`src/core/ifd_pkg.sv`:
```
package ifd_pkg;
  // Input function codes
  localparam logic [6:0] IFD_FN_GENERAL = 7'h00;
  localparam logic [6:0] IFD_FN_START_BCD = 7'h01;
  localparam logic [6:0] IFD_FN_START_BIN = 7'h02;
  localparam logic [6:0] IFD_FN_SERVO = 7'h04;
  localparam logic [6:0] IFD_FN_AUTO_START = 7'h05;
  localparam logic [6:0] IFD_FN_INTERLOCK = 7'h06;
  localparam logic [6:0] IFD_FN_PAUSE_RST = 7'h07;
  localparam logic [6:0] IFD_FN_PAUSE = 7'h08;
  localparam logic [6:0] IFD_FN_PBIT_LO = 7'h09;
  localparam logic [6:0] IFD_FN_PBIT_HI = 7'h0F;
  localparam logic [6:0] IFD_FN_ERR_RST = 7'h10;
  localparam logic [6:0] IFD_FN_CUT_RST = 7'h11;
  localparam logic [6:0] IFD_FN_HOME = 7'h12;
  localparam int IFD_PBITS = 7;
  localparam int IFD_FN_W = 7;

  // Servo transition spacing
  localparam int IFD_CLK_HZ = 100_000_000;
  localparam int IFD_SERVO_GAP_MS = 1500;
  localparam longint IFD_SERVO_GAP_CYC =
    longint'(IFD_SERVO_GAP_MS) * longint'(IFD_CLK_HZ) / 64'd1000;

  // Decoded command pulses
  typedef struct packed {
    logic servo_on;
    logic servo_off;
    logic prog_start;
    logic auto_start;
    logic abort_all;
    logic pause_clear;
    logic err_clear;
    logic cut_reset;
    logic home;
  } ifd_cmd_type;

  // Decoded levels
  typedef struct packed {
    logic hold;
    logic abort_il;
    logic paused;
    logic servo_on;
    logic cutoff;
    logic cfg_error;
  } ifd_stat_type;
endpackage : ifd_pkg

```
`src/core/ifd_decoder.sv`:
```
// Contract
// - Code 4 rising edge commands servo on, falling edge servo off, transitions spaced at least 1.5 s.
// - Code 5 rising edge starts the auto-start program, falling edge aborts all but the abort I/O program.
// - Code 6 low is a soft interlock when no servo-off is active: hold in auto, abort otherwise.
// - Code 7 rising edge clears a pending pause.
// - Code 8 low pauses operation in auto mode only, latched until pause reset.
// - Codes 9 to 15 are program number bits weighted 1..64 binary or 1,2,4,8,10,20,40 BCD.
// - Number bits must be contiguous from the LSB in ascending order, else rejected.
// - Code 17 rising edge resets drive cutoff only once its cause is gone.
// - Cutoff control skips axes whose power or cutoff circuit the controller does not own.
// - Code 18 rising edge commands home return of all valid axes.
// - Home return is acted on only with the servo on.
// - Code 0 leaves a port as a general-purpose input.
// - Codes 1 and 2 start the selected program in BCD or binary, never both assigned.
`timescale 1ns/1ps
module ifd_decoder
  import ifd_pkg::*;
#(
  parameter int PORTS = 16,
  parameter int AXES = 4,
  parameter longint SERVO_GAP_CYC = IFD_SERVO_GAP_CYC
) (
  input wire logic clock_in,
  input wire logic sys_rst_in,
  input wire logic [PORTS-1:0] port_in,
  input wire logic [PORTS*IFD_FN_W-1:0] func_in,
  input wire logic auto_mode_in,
  input wire logic cut_cause_in,
  input wire logic [AXES-1:0] axis_valid_in,
  input wire logic [AXES-1:0] axis_cut_own_in,
  output logic [AXES-1:0] servo_on_out,
  output ifd_cmd_type cmd_out,
  output ifd_stat_type stat_out,
  output logic [6:0] prog_num_out,
  output logic [AXES-1:0] home_axes_out,
  output logic [AXES-1:0] cut_axes_out,
  output logic [PORTS-1:0] gp_level_out
);
  localparam int GAP_W = $clog2(SERVO_GAP_CYC + 1);

  logic [PORTS-1:0] lvl, prev_q;
  logic [PORTS-1:0] rise, fall;
  ifd_cmd_type cmd_d, cmd_q;
  ifd_stat_type stat_d, stat_q;
  logic [6:0] prog_d, prog_q;
  logic [AXES-1:0] servo_d, servo_q, home_d, home_q, cutax_d, cutax_q;
  logic [PORTS-1:0] gp_d, gp_q;
  logic [GAP_W-1:0] gap_d, gap_q;
  logic want_on_d, want_on_q;

  // Function code of one port
  function automatic logic [IFD_FN_W-1:0] fn_of(
    input logic [PORTS*IFD_FN_W-1:0] f, input int p);
    fn_of = f[p*IFD_FN_W +: IFD_FN_W];
  endfunction : fn_of

  // Weight of a number bit in BCD or binary
  function automatic logic [6:0] bit_wt(input int b, input logic bcd);
    logic [6:0] w;
    w = 7'(1 << b);
    if (bcd && b >= 4) begin
      w = 7'(10 << (b - 4));
    end
    bit_wt = w;
  endfunction : bit_wt

  ifd_sync #(.WIDTH(PORTS)) u_sync (
    .clock_in(clock_in),
    .sys_rst_in(sys_rst_in),
    .raw_in(port_in),
    .level_out(lvl)
  );

  assign rise = lvl & ~prev_q;
  assign fall = ~lvl & prev_q;

  // Decode of ports into commands and levels
  always_comb begin
    logic [IFD_PBITS-1:0] have, pval;
    logic bcd, bin, il_low, pause_low, cfg_bad, start_e, cause_gone;
    logic [6:0] n;
    have = '0;
    pval = '0;
    bcd = 1'b0;
    bin = 1'b0;
    il_low = 1'b0;
    pause_low = 1'b0;
    cfg_bad = 1'b0;
    start_e = 1'b0;
    n = '0;
    cause_gone = ~cut_cause_in;
    cmd_d = '0;
    gp_d = '0;
    home_d = '0;
    cutax_d = cutax_q;
    stat_d = stat_q;
    servo_d = servo_q;
    want_on_d = want_on_q;
    gap_d = (gap_q != '0) ? gap_q - 1'b1 : gap_q;
    for (int p = 0; p < PORTS; p++) begin
      case (fn_of(func_in, p))
        IFD_FN_GENERAL: gp_d[p] = lvl[p];
        IFD_FN_START_BCD: begin
          bcd = 1'b1;
          start_e |= rise[p];
        end
        IFD_FN_START_BIN: begin
          bin = 1'b1;
          start_e |= rise[p];
        end
        IFD_FN_SERVO: begin
          if (rise[p]) want_on_d = 1'b1;
          if (fall[p]) want_on_d = 1'b0;
        end
        IFD_FN_AUTO_START: begin
          cmd_d.auto_start |= rise[p];
          cmd_d.abort_all |= fall[p];
        end
        IFD_FN_INTERLOCK: il_low |= ~lvl[p];
        IFD_FN_PAUSE_RST: cmd_d.pause_clear |= rise[p];
        IFD_FN_PAUSE: pause_low |= ~lvl[p];
        IFD_FN_ERR_RST: cmd_d.err_clear |= rise[p];
        IFD_FN_CUT_RST: cmd_d.cut_reset |= rise[p] & cause_gone;
        IFD_FN_HOME: cmd_d.home |= rise[p] & (servo_q != '0);
        default: begin
          if (fn_of(func_in, p) >= IFD_FN_PBIT_LO &&
              fn_of(func_in, p) <= IFD_FN_PBIT_HI) begin
            for (int b = 0; b < IFD_PBITS; b++) begin
              if (fn_of(func_in, p) == IFD_FN_PBIT_LO + 7'(b)) begin
                cfg_bad |= have[b];
                have[b] = 1'b1;
                pval[b] = lvl[p];
              end
            end
          end
        end
      endcase
    end
    // Number bits must fill from the LSB upward
    for (int b = 1; b < IFD_PBITS; b++) begin
      cfg_bad |= have[b] & ~have[b-1];
    end
    cfg_bad |= bcd & bin;
    for (int b = 0; b < IFD_PBITS; b++) begin
      if (pval[b]) n = n + bit_wt(b, bcd);
    end
    stat_d.cfg_error = cfg_bad;
    if (start_e && !cfg_bad) begin
      cmd_d.prog_start = 1'b1;
      prog_d = n;
    end else begin
      prog_d = prog_q;
    end
    // Servo edges spaced by the minimum gap
    if (gap_q == '0 && want_on_d != stat_q.servo_on) begin
      cmd_d.servo_on = want_on_d;
      cmd_d.servo_off = ~want_on_d;
      stat_d.servo_on = want_on_d;
      servo_d = want_on_d ? axis_valid_in : '0;
      gap_d = GAP_W'(SERVO_GAP_CYC);
    end
    // Interlock only while servo-off is not commanded
    stat_d.hold = il_low & stat_q.servo_on & auto_mode_in;
    stat_d.abort_il = il_low & stat_q.servo_on & ~auto_mode_in;
    // Pause latches in auto, clears on reset edge
    if (pause_low && auto_mode_in) begin
      stat_d.paused = 1'b1;
    end else if (cmd_d.pause_clear) begin
      stat_d.paused = 1'b0;
    end
    // Drive cutoff only on owned axes
    if (cut_cause_in) begin
      stat_d.cutoff = 1'b1;
      cutax_d = axis_valid_in & axis_cut_own_in;
    end else if (cmd_d.cut_reset) begin
      stat_d.cutoff = 1'b0;
      cutax_d = '0;
    end
    if (cmd_d.home) home_d = axis_valid_in & servo_q;
  end

  // State registers
  always_ff @(posedge clock_in) begin
    if (sys_rst_in) begin
      prev_q <= '0;
      cmd_q <= '0;
      stat_q <= '0;
      prog_q <= '0;
      servo_q <= '0;
      home_q <= '0;
      cutax_q <= '0;
      gp_q <= '0;
      gap_q <= '0;
      want_on_q <= 1'b0;
    end else begin
      prev_q <= lvl;
      cmd_q <= cmd_d;
      stat_q <= stat_d;
      prog_q <= prog_d;
      servo_q <= servo_d;
      home_q <= home_d;
      cutax_q <= cutax_d;
      gp_q <= gp_d;
      gap_q <= gap_d;
      want_on_q <= want_on_d;
    end
  end

  assign servo_on_out = servo_q;
  assign cmd_out = cmd_q;
  assign stat_out = stat_q;
  assign prog_num_out = prog_q;
  assign home_axes_out = home_q;
  assign cut_axes_out = cutax_q;
  assign gp_level_out = gp_q;
endmodule : ifd_decoder

```
`src/core/ifd_sync.sv`:
```
`timescale 1ns/1ps
module ifd_sync
  import ifd_pkg::*;
#(
  parameter int WIDTH = 8
) (
  input wire logic clock_in,
  input wire logic sys_rst_in,
  input wire logic [WIDTH-1:0] raw_in,
  output logic [WIDTH-1:0] level_out
);
  logic [WIDTH-1:0] s1_q, s2_q, s3_q, level_q;
  logic [WIDTH-1:0] level_d;

  // Change accepted when second and third stage agree
  always_comb begin
    level_d = level_q;
    for (int i = 0; i < WIDTH; i++) begin
      if (s2_q[i] == s3_q[i]) begin
        level_d[i] = s3_q[i];
      end
    end
  end

  // Three-stage capture chain
  always_ff @(posedge clock_in) begin
    if (sys_rst_in) begin
      s1_q <= '0;
      s2_q <= '0;
      s3_q <= '0;
      level_q <= '0;
    end else begin
      s1_q <= raw_in;
      s2_q <= s1_q;
      s3_q <= s2_q;
      level_q <= level_d;
    end
  end

  assign level_out = level_q;
endmodule : ifd_sync

```
`config.mk`:
```
export PLATFORM = sky130hd
export DESIGN_NAME = ifd_decoder
export DESIGN_NICKNAME = d
export VERILOG_FILES = /design/src/core/ifd_pkg.sv /design/src/core/ifd_decoder.sv /design/src/core/ifd_sync.sv
export SDC_FILE = /design/constraint.sdc
export NUM_CORES = 1
export LEC_CHECK = 0
export BUFFER_PORTS_ARGS = -buffer_cell sky130_fd_sc_hd__buf_2
export CAP_MARGIN = 15
export CORE_UTILIZATION = 45
export CTS_CLUSTER_SIZE = 16
export DETAILED_ROUTE_END_ITERATION = 10
export PLACE_DENSITY_LB_ADDON = 0.1
export RECOVER_POWER = 100
export SETUP_SLACK_MARGIN = 0.3
export SYNTH_ARGS = -nofsm -noshare
export SYNTH_HDL_FRONTEND = slang
export SYNTH_SLANG_ARGS = --single-unit
```
`constraint.sdc`:
```
create_clock -name clock_in -period 10.7 [get_ports clock_in]
set_input_delay 0.535 -clock clock_in [delete_from_list [all_inputs] [get_ports clock_in]]
set_output_delay 0.535 -clock clock_in [all_outputs]
set_load 0.005 [all_outputs]
```
==> results of run 1 <==
state kept, by name, indices dropped and copies added (netlist names), 4 cells and up:
signal and flops:
prog_num_out 7, cmd_out 9, cut_axes_out 4, servo_on_out 4, prev_q 16, gap_q 28
gp_level_out 16, home_axes_out 4, u_sync.s2_q 16, u_sync.s3_q 16, stat_out 6, u_sync.s1_q 16
u_sync.level_out 16
critical path, stage by stage:
cell and delay [ns]:
clkbuf_1 1.78, clkbuf_1 2.76, nor2_1 0.31, and3_1 0.44, nor2_1 0.42, o21ai_0 0.22
through the flow:
| stage | hold slack [ns] | setup slack [ns] | instances | power (mW) | area, µm² |
|---|---|---|---|---|---|
| floorplan | 0.414 | 5.31 | 1689 | 0.964 | 12300 |
| global placement | 0.417 | 4.65 | 2146 | 1.08 | 13300 |
| detailed placement | 0.422 | 4.52 | 2146 | 1.09 | 13300 |
| CTS | 0.254 | 5.00 | 2178 | 1.74 | 13900 |
| global route | 0.262 | 3.95 | 2180 | 1.82 | 13900 |
| finish | 0.271 | 4.40 | 2180 | 1.75 | 13900 |
how the worst min path moves through the flow:
stage                         start              end  slack [ns]  cells past startpoint
floorplan            u_sync.s1_q[0]   u_sync.s2_q[0]        0.41                      1
global placement    u_sync.s1_q[15]  u_sync.s2_q[15]        0.42                      1
detailed placement   u_sync.s1_q[6]   u_sync.s2_q[6]        0.42                      1
CTS                    auto_mode_in      stat_out[4]        0.25                      2
global route           auto_mode_in      stat_out[4]        0.26                      2
finish                 auto_mode_in      stat_out[4]        0.27                      2
cells by family after synthesis:
group / count (synthesis) / synth area share, %
multiplexers: 20 / 1.84
AO/OA/AOI/OAI: 379 / 20.9
XOR/XNOR: 31 / 2.28
adder cells (fa/ha/maj): 11 / 1.12
AND/OR/NAND/NOR: 973 / 43.9
flip-flops: 159 / 26.0
buffers and inverters: 116 / 3.95
cells in the final DEF, fill, tap and decap left out, drive strengths merged, types with 11 or more instances in the layout:
cell | netlist | routed
nand2 | 124 | 124
dfxtp | 159 | 159
and3 | 38 | 38
o211ai | 11 | 11
o21ai | 80 | 80
o22ai | 40 | 40
nand3b | 13 | 13
nand3 | 120 | 120
nand4 | 50 | 50
buf | 18 | 163
nand2b | 34 | 34
a2111oi | 14 | 14
or2 | 16 | 16
or3 | 48 | 48
xnor2 | 24 | 24
inv | 30 | 40
a22oi | 13 | 13
nor2b | 100 | 100
nor3 | 101 | 101
nor2 | 182 | 182
or4b | 16 | 16
a211oi | 18 | 18
clkbuf | 66 | 57
a21oi | 88 | 88
a31oi | 24 | 24
nor4 | 62 | 62
or4 | 16 | 16
ha | 11 | 11
nor4b | 23 | 23
layout make-up:
type | instances | area, µm² | area share [%]
clock buffers | 18 | 439 | 3.17
clock inverters | 14 | 163 | 1.17
inverters | 32 | 120 | 0.866
multi-input cells | 1414 | 8550 | 61.7
flip-flops and latches | 159 | 3180 | 23.0
well taps | 341 | 427 | 3.08
repair buffers | 202 | 985 | 7.10
per-layer routing:
layer  track usage (%)  vias to the layer above  share of wire, %  routed length (µm)
li1                  -                     6702                 -                   -
met5                 0                        -             0.021                  13
met3              11.9                      251                13                7930
met2              61.3                     1170                40               24300
met4              23.6                        2               6.4                3910
met1              57.3                     7072                40               24600
power groups by stage:
stage / sequential [mW] / clock, mW / combinational, mW
after floorplan: 0.680 / 0 / 0.284
after global placement: 0.689 / 0 / 0.386
after detailed placement: 0.693 / 0 / 0.397
after CTS: 0.680 / 0.658 / 0.401
after global routing: 0.687 / 0.682 / 0.449
final: 0.681 / 0.655 / 0.411
==> metrics.md, run 1 <==
| Metric | Value |
|---|---|
| Switching share of total power | 35.2% |
| Switching pwr | 615 µW |
| ANT nets after route | 0 |
| Routed wire length per instance | 27.9 µm |
| Max Fanout on Critical Path | 90 |
| Internal power | 1.13 mW |
| Vias in the first global route | 13500 |
| FMAX | 0.159 GHz |
| Pre-antenna DRT Iters | 8 |
| Worst Hold Class | input pin to flop |
| RePlAce Congestion | 1.11 |
| CTS H-tree depth | 4 |
| Comb pwr share | 23.5% |
| Die width | 167 µm |
| Clock Latency Late Sink | 0.46 ns |
| Postcts setup bufs | 0 |
| Final core utilization | 51.7% |
| Reg power frac | 39.0% |
| Seq cells post-synth | 159 |
| CP Launch Type | input pin |
| Worst VDD drop | 0.140 mV |
| Clock Tree Root | clkbuf_16 |
| Pins Over Slew Limit | 146 |
| Clock network power share | 37.5% |
| Worst setup endpoint | gap_q[27] |
| Slew headroom | -149% |
| Pwr Density | 126 nW/µm² |
| Post-DP HPWL | 48500 µm |
| Global Route Usage Sum | 42.7% |
| Fraction of layout cells with a size suffix above 1 | 14.1% |
| Reg clk slew, reported paths | 0.07 ns |
| R2R setup slack | 4.94 ns |
| Post-route setup TNS | 0 ns |
| Yosys warns | 0 |
| Placeable Area | 26800 µm² |
| Chip Height | 167 µm |
| Fin crit share | 58.9% |
| Syn Std Cell Area | 12300 µm² |
| Remaining global-route overflow | 0 |
| Primary FF master, synth | dfxtp_1 |
| Diode count | 0 |
| Ranking of synthesized cells by area | dfxtp_1 (26%), nor2_1 (5.6%), nor2b_1 (5.1%) |
| Cell Rows | 60 |
| Hold_buf cts | 0 |
| Via count | 15200 |
| Initial drt markers | 2207 |
| Syn Area/Cell | 7.26 µm² |
| Kind of critical path | input pin to flop |
| Seq/Total Area, Yosys | 26.0% |
| RSZ-0062 raised after global routing | false |
| Synthesis-to-layout area growth | 13.2% |
| Reg-to-reg endpoint | prog_num_out[6] |
| Io pins | 190 |
| Worst EP arrival | 6.50 ns |
| CTS tree | built |
| Leakage | 5.12 nW |
| Routed WL | 60800 µm |
| First-pass GRT wire length | 87400 µm |
| Failing checks | max-capacitance violations, max-slew violations |
| Post-synth top cells | nor2_1 (182), dfxtp_1 (159), nand2_1 (123) |
| Number of port buffers | 189 |
| Hold Violations, Final | 0 |
| Clock buffer depth | 2 |
| Via/cell ratio | 6.97 |
| FFs w/ async S/R, synth | 0% |
| Die footprint | 27900 µm² |
| Fillers | 2707 |
| Critical path required time | 10.90 ns |
| Crit path launch | sys_rst_in |
| Residual DRC count | 0 |
| Slew at the pin closest to its max-slew limit | 3.73 ns |
| Status | finished with violations |
| Initial antenna violation count | 2 |
| Crit. End Element | flop |
| Largest net degree at the start of global routing | 91 |
| Yosys top cell area share | 26.0% |
| Number of synthesized flops with an enable pin | 0 |
| Crit Reg-Reg Startpoint | u_sync.level_out[1] |
| Max-cap violations | 3 |
| Minimum clock period | 6.30 ns |
| Mapped Cells | 1689 |
| CTS resizes | 0 |
| Number of nets in the layout | 1977 |
| Most numerous cell in the Yosys netlist | nor2_1 |
| Cell taking the most area after synthesis | dfxtp_1 |
| Initial Utilization | 45.7% |
| Clk_skew | 0.0316 ns |
| Num CTS Buffers | 17 |
| Syn_nets | 1840 |
| Netlist cell types | 93 |
| R2r worst-path depth | 21 |
| CTS Sinks | 159 |
| Final setup violation count | 0 |
No activity file was read; power rests on OpenSTA's default activity.
==> run 2: changes to the inputs <==
clock period = 6.4 ns   (was 10.7 ns; I/O delays follow)
==> run 2 against run 1 <==
The run still ends with max-capacitance violations, max-slew violations left; combinational power is 68% higher; sequential power is 67% higher; critical path depth is 16 higher; via count is 0.80% higher; cell area is 1.2% higher; largest power group unchanged; highest routed layer unchanged.
==> metrics.md, run 2 (same netlist as run 1, synthesis figures left out) <==
| Metric | Value |
|---|---|
| Status | finished with violations |
| Failing checks | max-capacitance violations, max-slew violations |
| Fraction of layout cells with a size suffix above 1 | 15.3% (+1.2 points) |
| Slew headroom | -135% (+14 points) |
| Critical path required time | 6.72 ns (-4.18 ns) |
| Largest net degree at the start of global routing | 68 (-25%) |
| CP max stage delay | 0.77 ns (-1.99 ns) |
| Fillers | 2673 (-1.3%) |
| CP dominant cell by count | ha_1 |
| RSZ-0062 raised after global routing | false |
| Leading cell type in the layout, fill and taps excluded | nor2_1 |
| Dpl ws | 0.501 ns (-4.02 ns) |
| Reg-to-reg endpoint | prog_num_out[6] |
| WP buf/inv | 3 (+1) |
| Max-cap violations | 2 (-1) |
| CTS resizes | 0 (unchanged) |
| CTS H-tree depth | 4 (unchanged) |
| Post-route setup TNS | 0 ns (unchanged) |
| Kind of critical path | input pin to flop |
| RePlAce Congestion | 1.08 (-2.8%) |
| Worst Hold Class | input pin to flop |
| Pre-antenna DRT Iters | 9 (+1) |
| Pwr Density | 209 nW/µm² (+66%) |
| CTS tree | built |
| Hold Violations, Final | 0 (unchanged) |
| Cell Rows | 60 (unchanged) |
| Crit Reg-Reg Startpoint | u_sync.level_out[0] |
| Via count | 15300 (+0.80%) |
| Clock buffer depth | 2 (unchanged) |
| Clock Tree Root | clkbuf_16 |
| Clk_skew | 0.0421 ns (+0.0105 ns) |
| Pins Over Slew Limit | 135 (-7.5%) |
| Chip Height | 167 µm (unchanged) |
| Number of nets in the layout | 1992 (+0.76%) |
| Post-Layout Cell Count | 2198 (+0.83%) |
| Max reg flops | 28 (unchanged) |
| Cell family with most CP delay | simple AND/OR/NAND/NOR gates |
| Worst Slack Setup Final | 0.599 ns (-3.80 ns) |
| Reg clk slew, reported paths | 0.10 ns (+0.03 ns) |
| Routed wire length per instance | 28.2 µm (+1.1%) |
| Remaining global-route overflow | 0 (unchanged) |
| Final core utilization | 52.4% (+0.63 points) |
| Initial antenna violation count | 3 (+1) |
| CP Launch Type | input pin |
| Worst EP arrival | 6.12 ns (-0.38 ns) |
| Routed WL | 62000 µm (+2.0%) |
| Die width | 167 µm (unchanged) |
| Final setup violation count | 0 (unchanged) |
| Hold path endpoint | stat_out[4] |
| Worst hold path startpoint | auto_mode_in |
| Global Route Usage Sum | 43.5% (+0.80 points) |
| Leakage | 5.22 nW (+2.0%) |
| FMAX | 0.172 GHz |
| Num CTS Buffers | 17 (unchanged) |
| CTS Sinks | 159 (unchanged) |
| Vias in the first global route | 13800 (+1.8%) |
| Synthesis-to-layout area growth | 14.5% |
| Pwr Total | 2.94 mW (+68%) |
| Number of port buffers | 189 (unchanged) |
| Minimum clock period | 5.80 ns |
| Initial drt markers | 2530 (+15%) |
| Max Fanout on Critical Path | 7 (-92%) |
| Placed Cells | 2162 (+0.75%) |
| Slew at the pin closest to its max-slew limit | 3.53 ns (-0.203 ns) |
| Most frequent cells in the layout | nor2_1 (182), dfxtp_1 (159), buf_2 (158) |
| Hold_buf cts | 0 (unchanged) |
| Clock Latency Late Sink | 0.47 ns (about the same) |
| CP max-delay cell | or4b_2 |
| Placeable Area | 26800 µm² (unchanged) |
| Via/cell ratio | 6.97 (about the same) |
| R2r worst-path depth | 20 (-4.8%) |
| Critical path cell sequence | buf_2, or4b_2, nor3_1, or2_2, a211oi_1, o21ai_0, clkbuf_1, a21o_1, inv_1, ha_1, nand2_1, o41a_4, or3_2, o221ai_1, xor2_1, mux2_2, ha_1, and3_1, nand3_1, and4_1, or3_1, a311oi_2 |
| R2R setup slack | 0.96 ns (-3.98 ns) |
| Initial Utilization | 45.7% (unchanged) |
| First-pass GRT wire length | 89600 µm (+2.5%) |
| Crit. End Element | flop |
| WHS Path Cells | 2 (unchanged) |
| Postcts setup bufs | 0 (unchanged) |
| Fin crit share | 90.6% |
| ANT nets after route | 0 (unchanged) |
| Die footprint | 27900 µm² (unchanged) |
| Biggest register | gap_q |
| Post-DP HPWL | 49800 µm (+2.9%) |
| Io pins | 190 (unchanged) |
| Residual DRC count | 0 (unchanged) |
| Worst VDD drop | 0.234 mV (+67%) |
-- run 2: how the worst max path moves through the flow --
stage / to / from / cells after the start / slack, ns
6_report: prog_num_out[6] / func_in[25] / 22 / 0.60
5_1_grt: prog_num_out[6] / func_in[16] / 22 / 0.44
4_1_cts: prog_num_out[6] / func_in[25] / 22 / 0.96
3_5_place_dp: prog_num_out[6] / func_in[25] / 22 / 0.50
3_3_place_gp: prog_num_out[6] / func_in[25] / 22 / 0.65
2_1_floorplan: prog_num_out[6] / func_in[82] / 22 / 1.22
-- run 2: report_power, final --
part	total, mW	leakage [nW]	internal, mW	switching, mW
clock	1.11	0.298	0.536	0.574
sequential	1.14	1.29	1.07	0.0709
combinational	0.692	3.63	0.257	0.435
total	2.94	5.22	1.86	1.08
-- run 2: metrics by stage --
step / hold slack [ns] / area (µm²)
6_report: 0.0709 / 14000
5_1_grt: 0.0725 / 14000
4_1_cts: 0.0717 / 14100
3_5_place_dp: 0.420 / 13500
3_3_place_gp: 0.414 / 13500
2_1_floorplan: 0.392 / 12300
-- run 2: layout make-up --
| class | instances | area (µm²) | area share (%) |
|---|---|---|---|
| timing repair buffer | 217 | 1100 | 7.85 |
| multi-input combinational | 1414 | 8590 | 61.2 |
| clock inverter | 15 | 184 | 1.31 |
| tap | 341 | 427 | 3.04 |
| inverter | 32 | 120 | 0.856 |
| antenna | 3 | 7.51 | 0.0535 |
| clock buffer | 17 | 425 | 3.03 |
| sequential | 159 | 3180 | 22.7 |
-- run 2: metal layers --
metal  GRT usage [%]  share of wire (%)
met1            58.8                 40
met2            63.3                 40
met3            10.9                 13
met4            23.1                6.1
met5               0              0.044
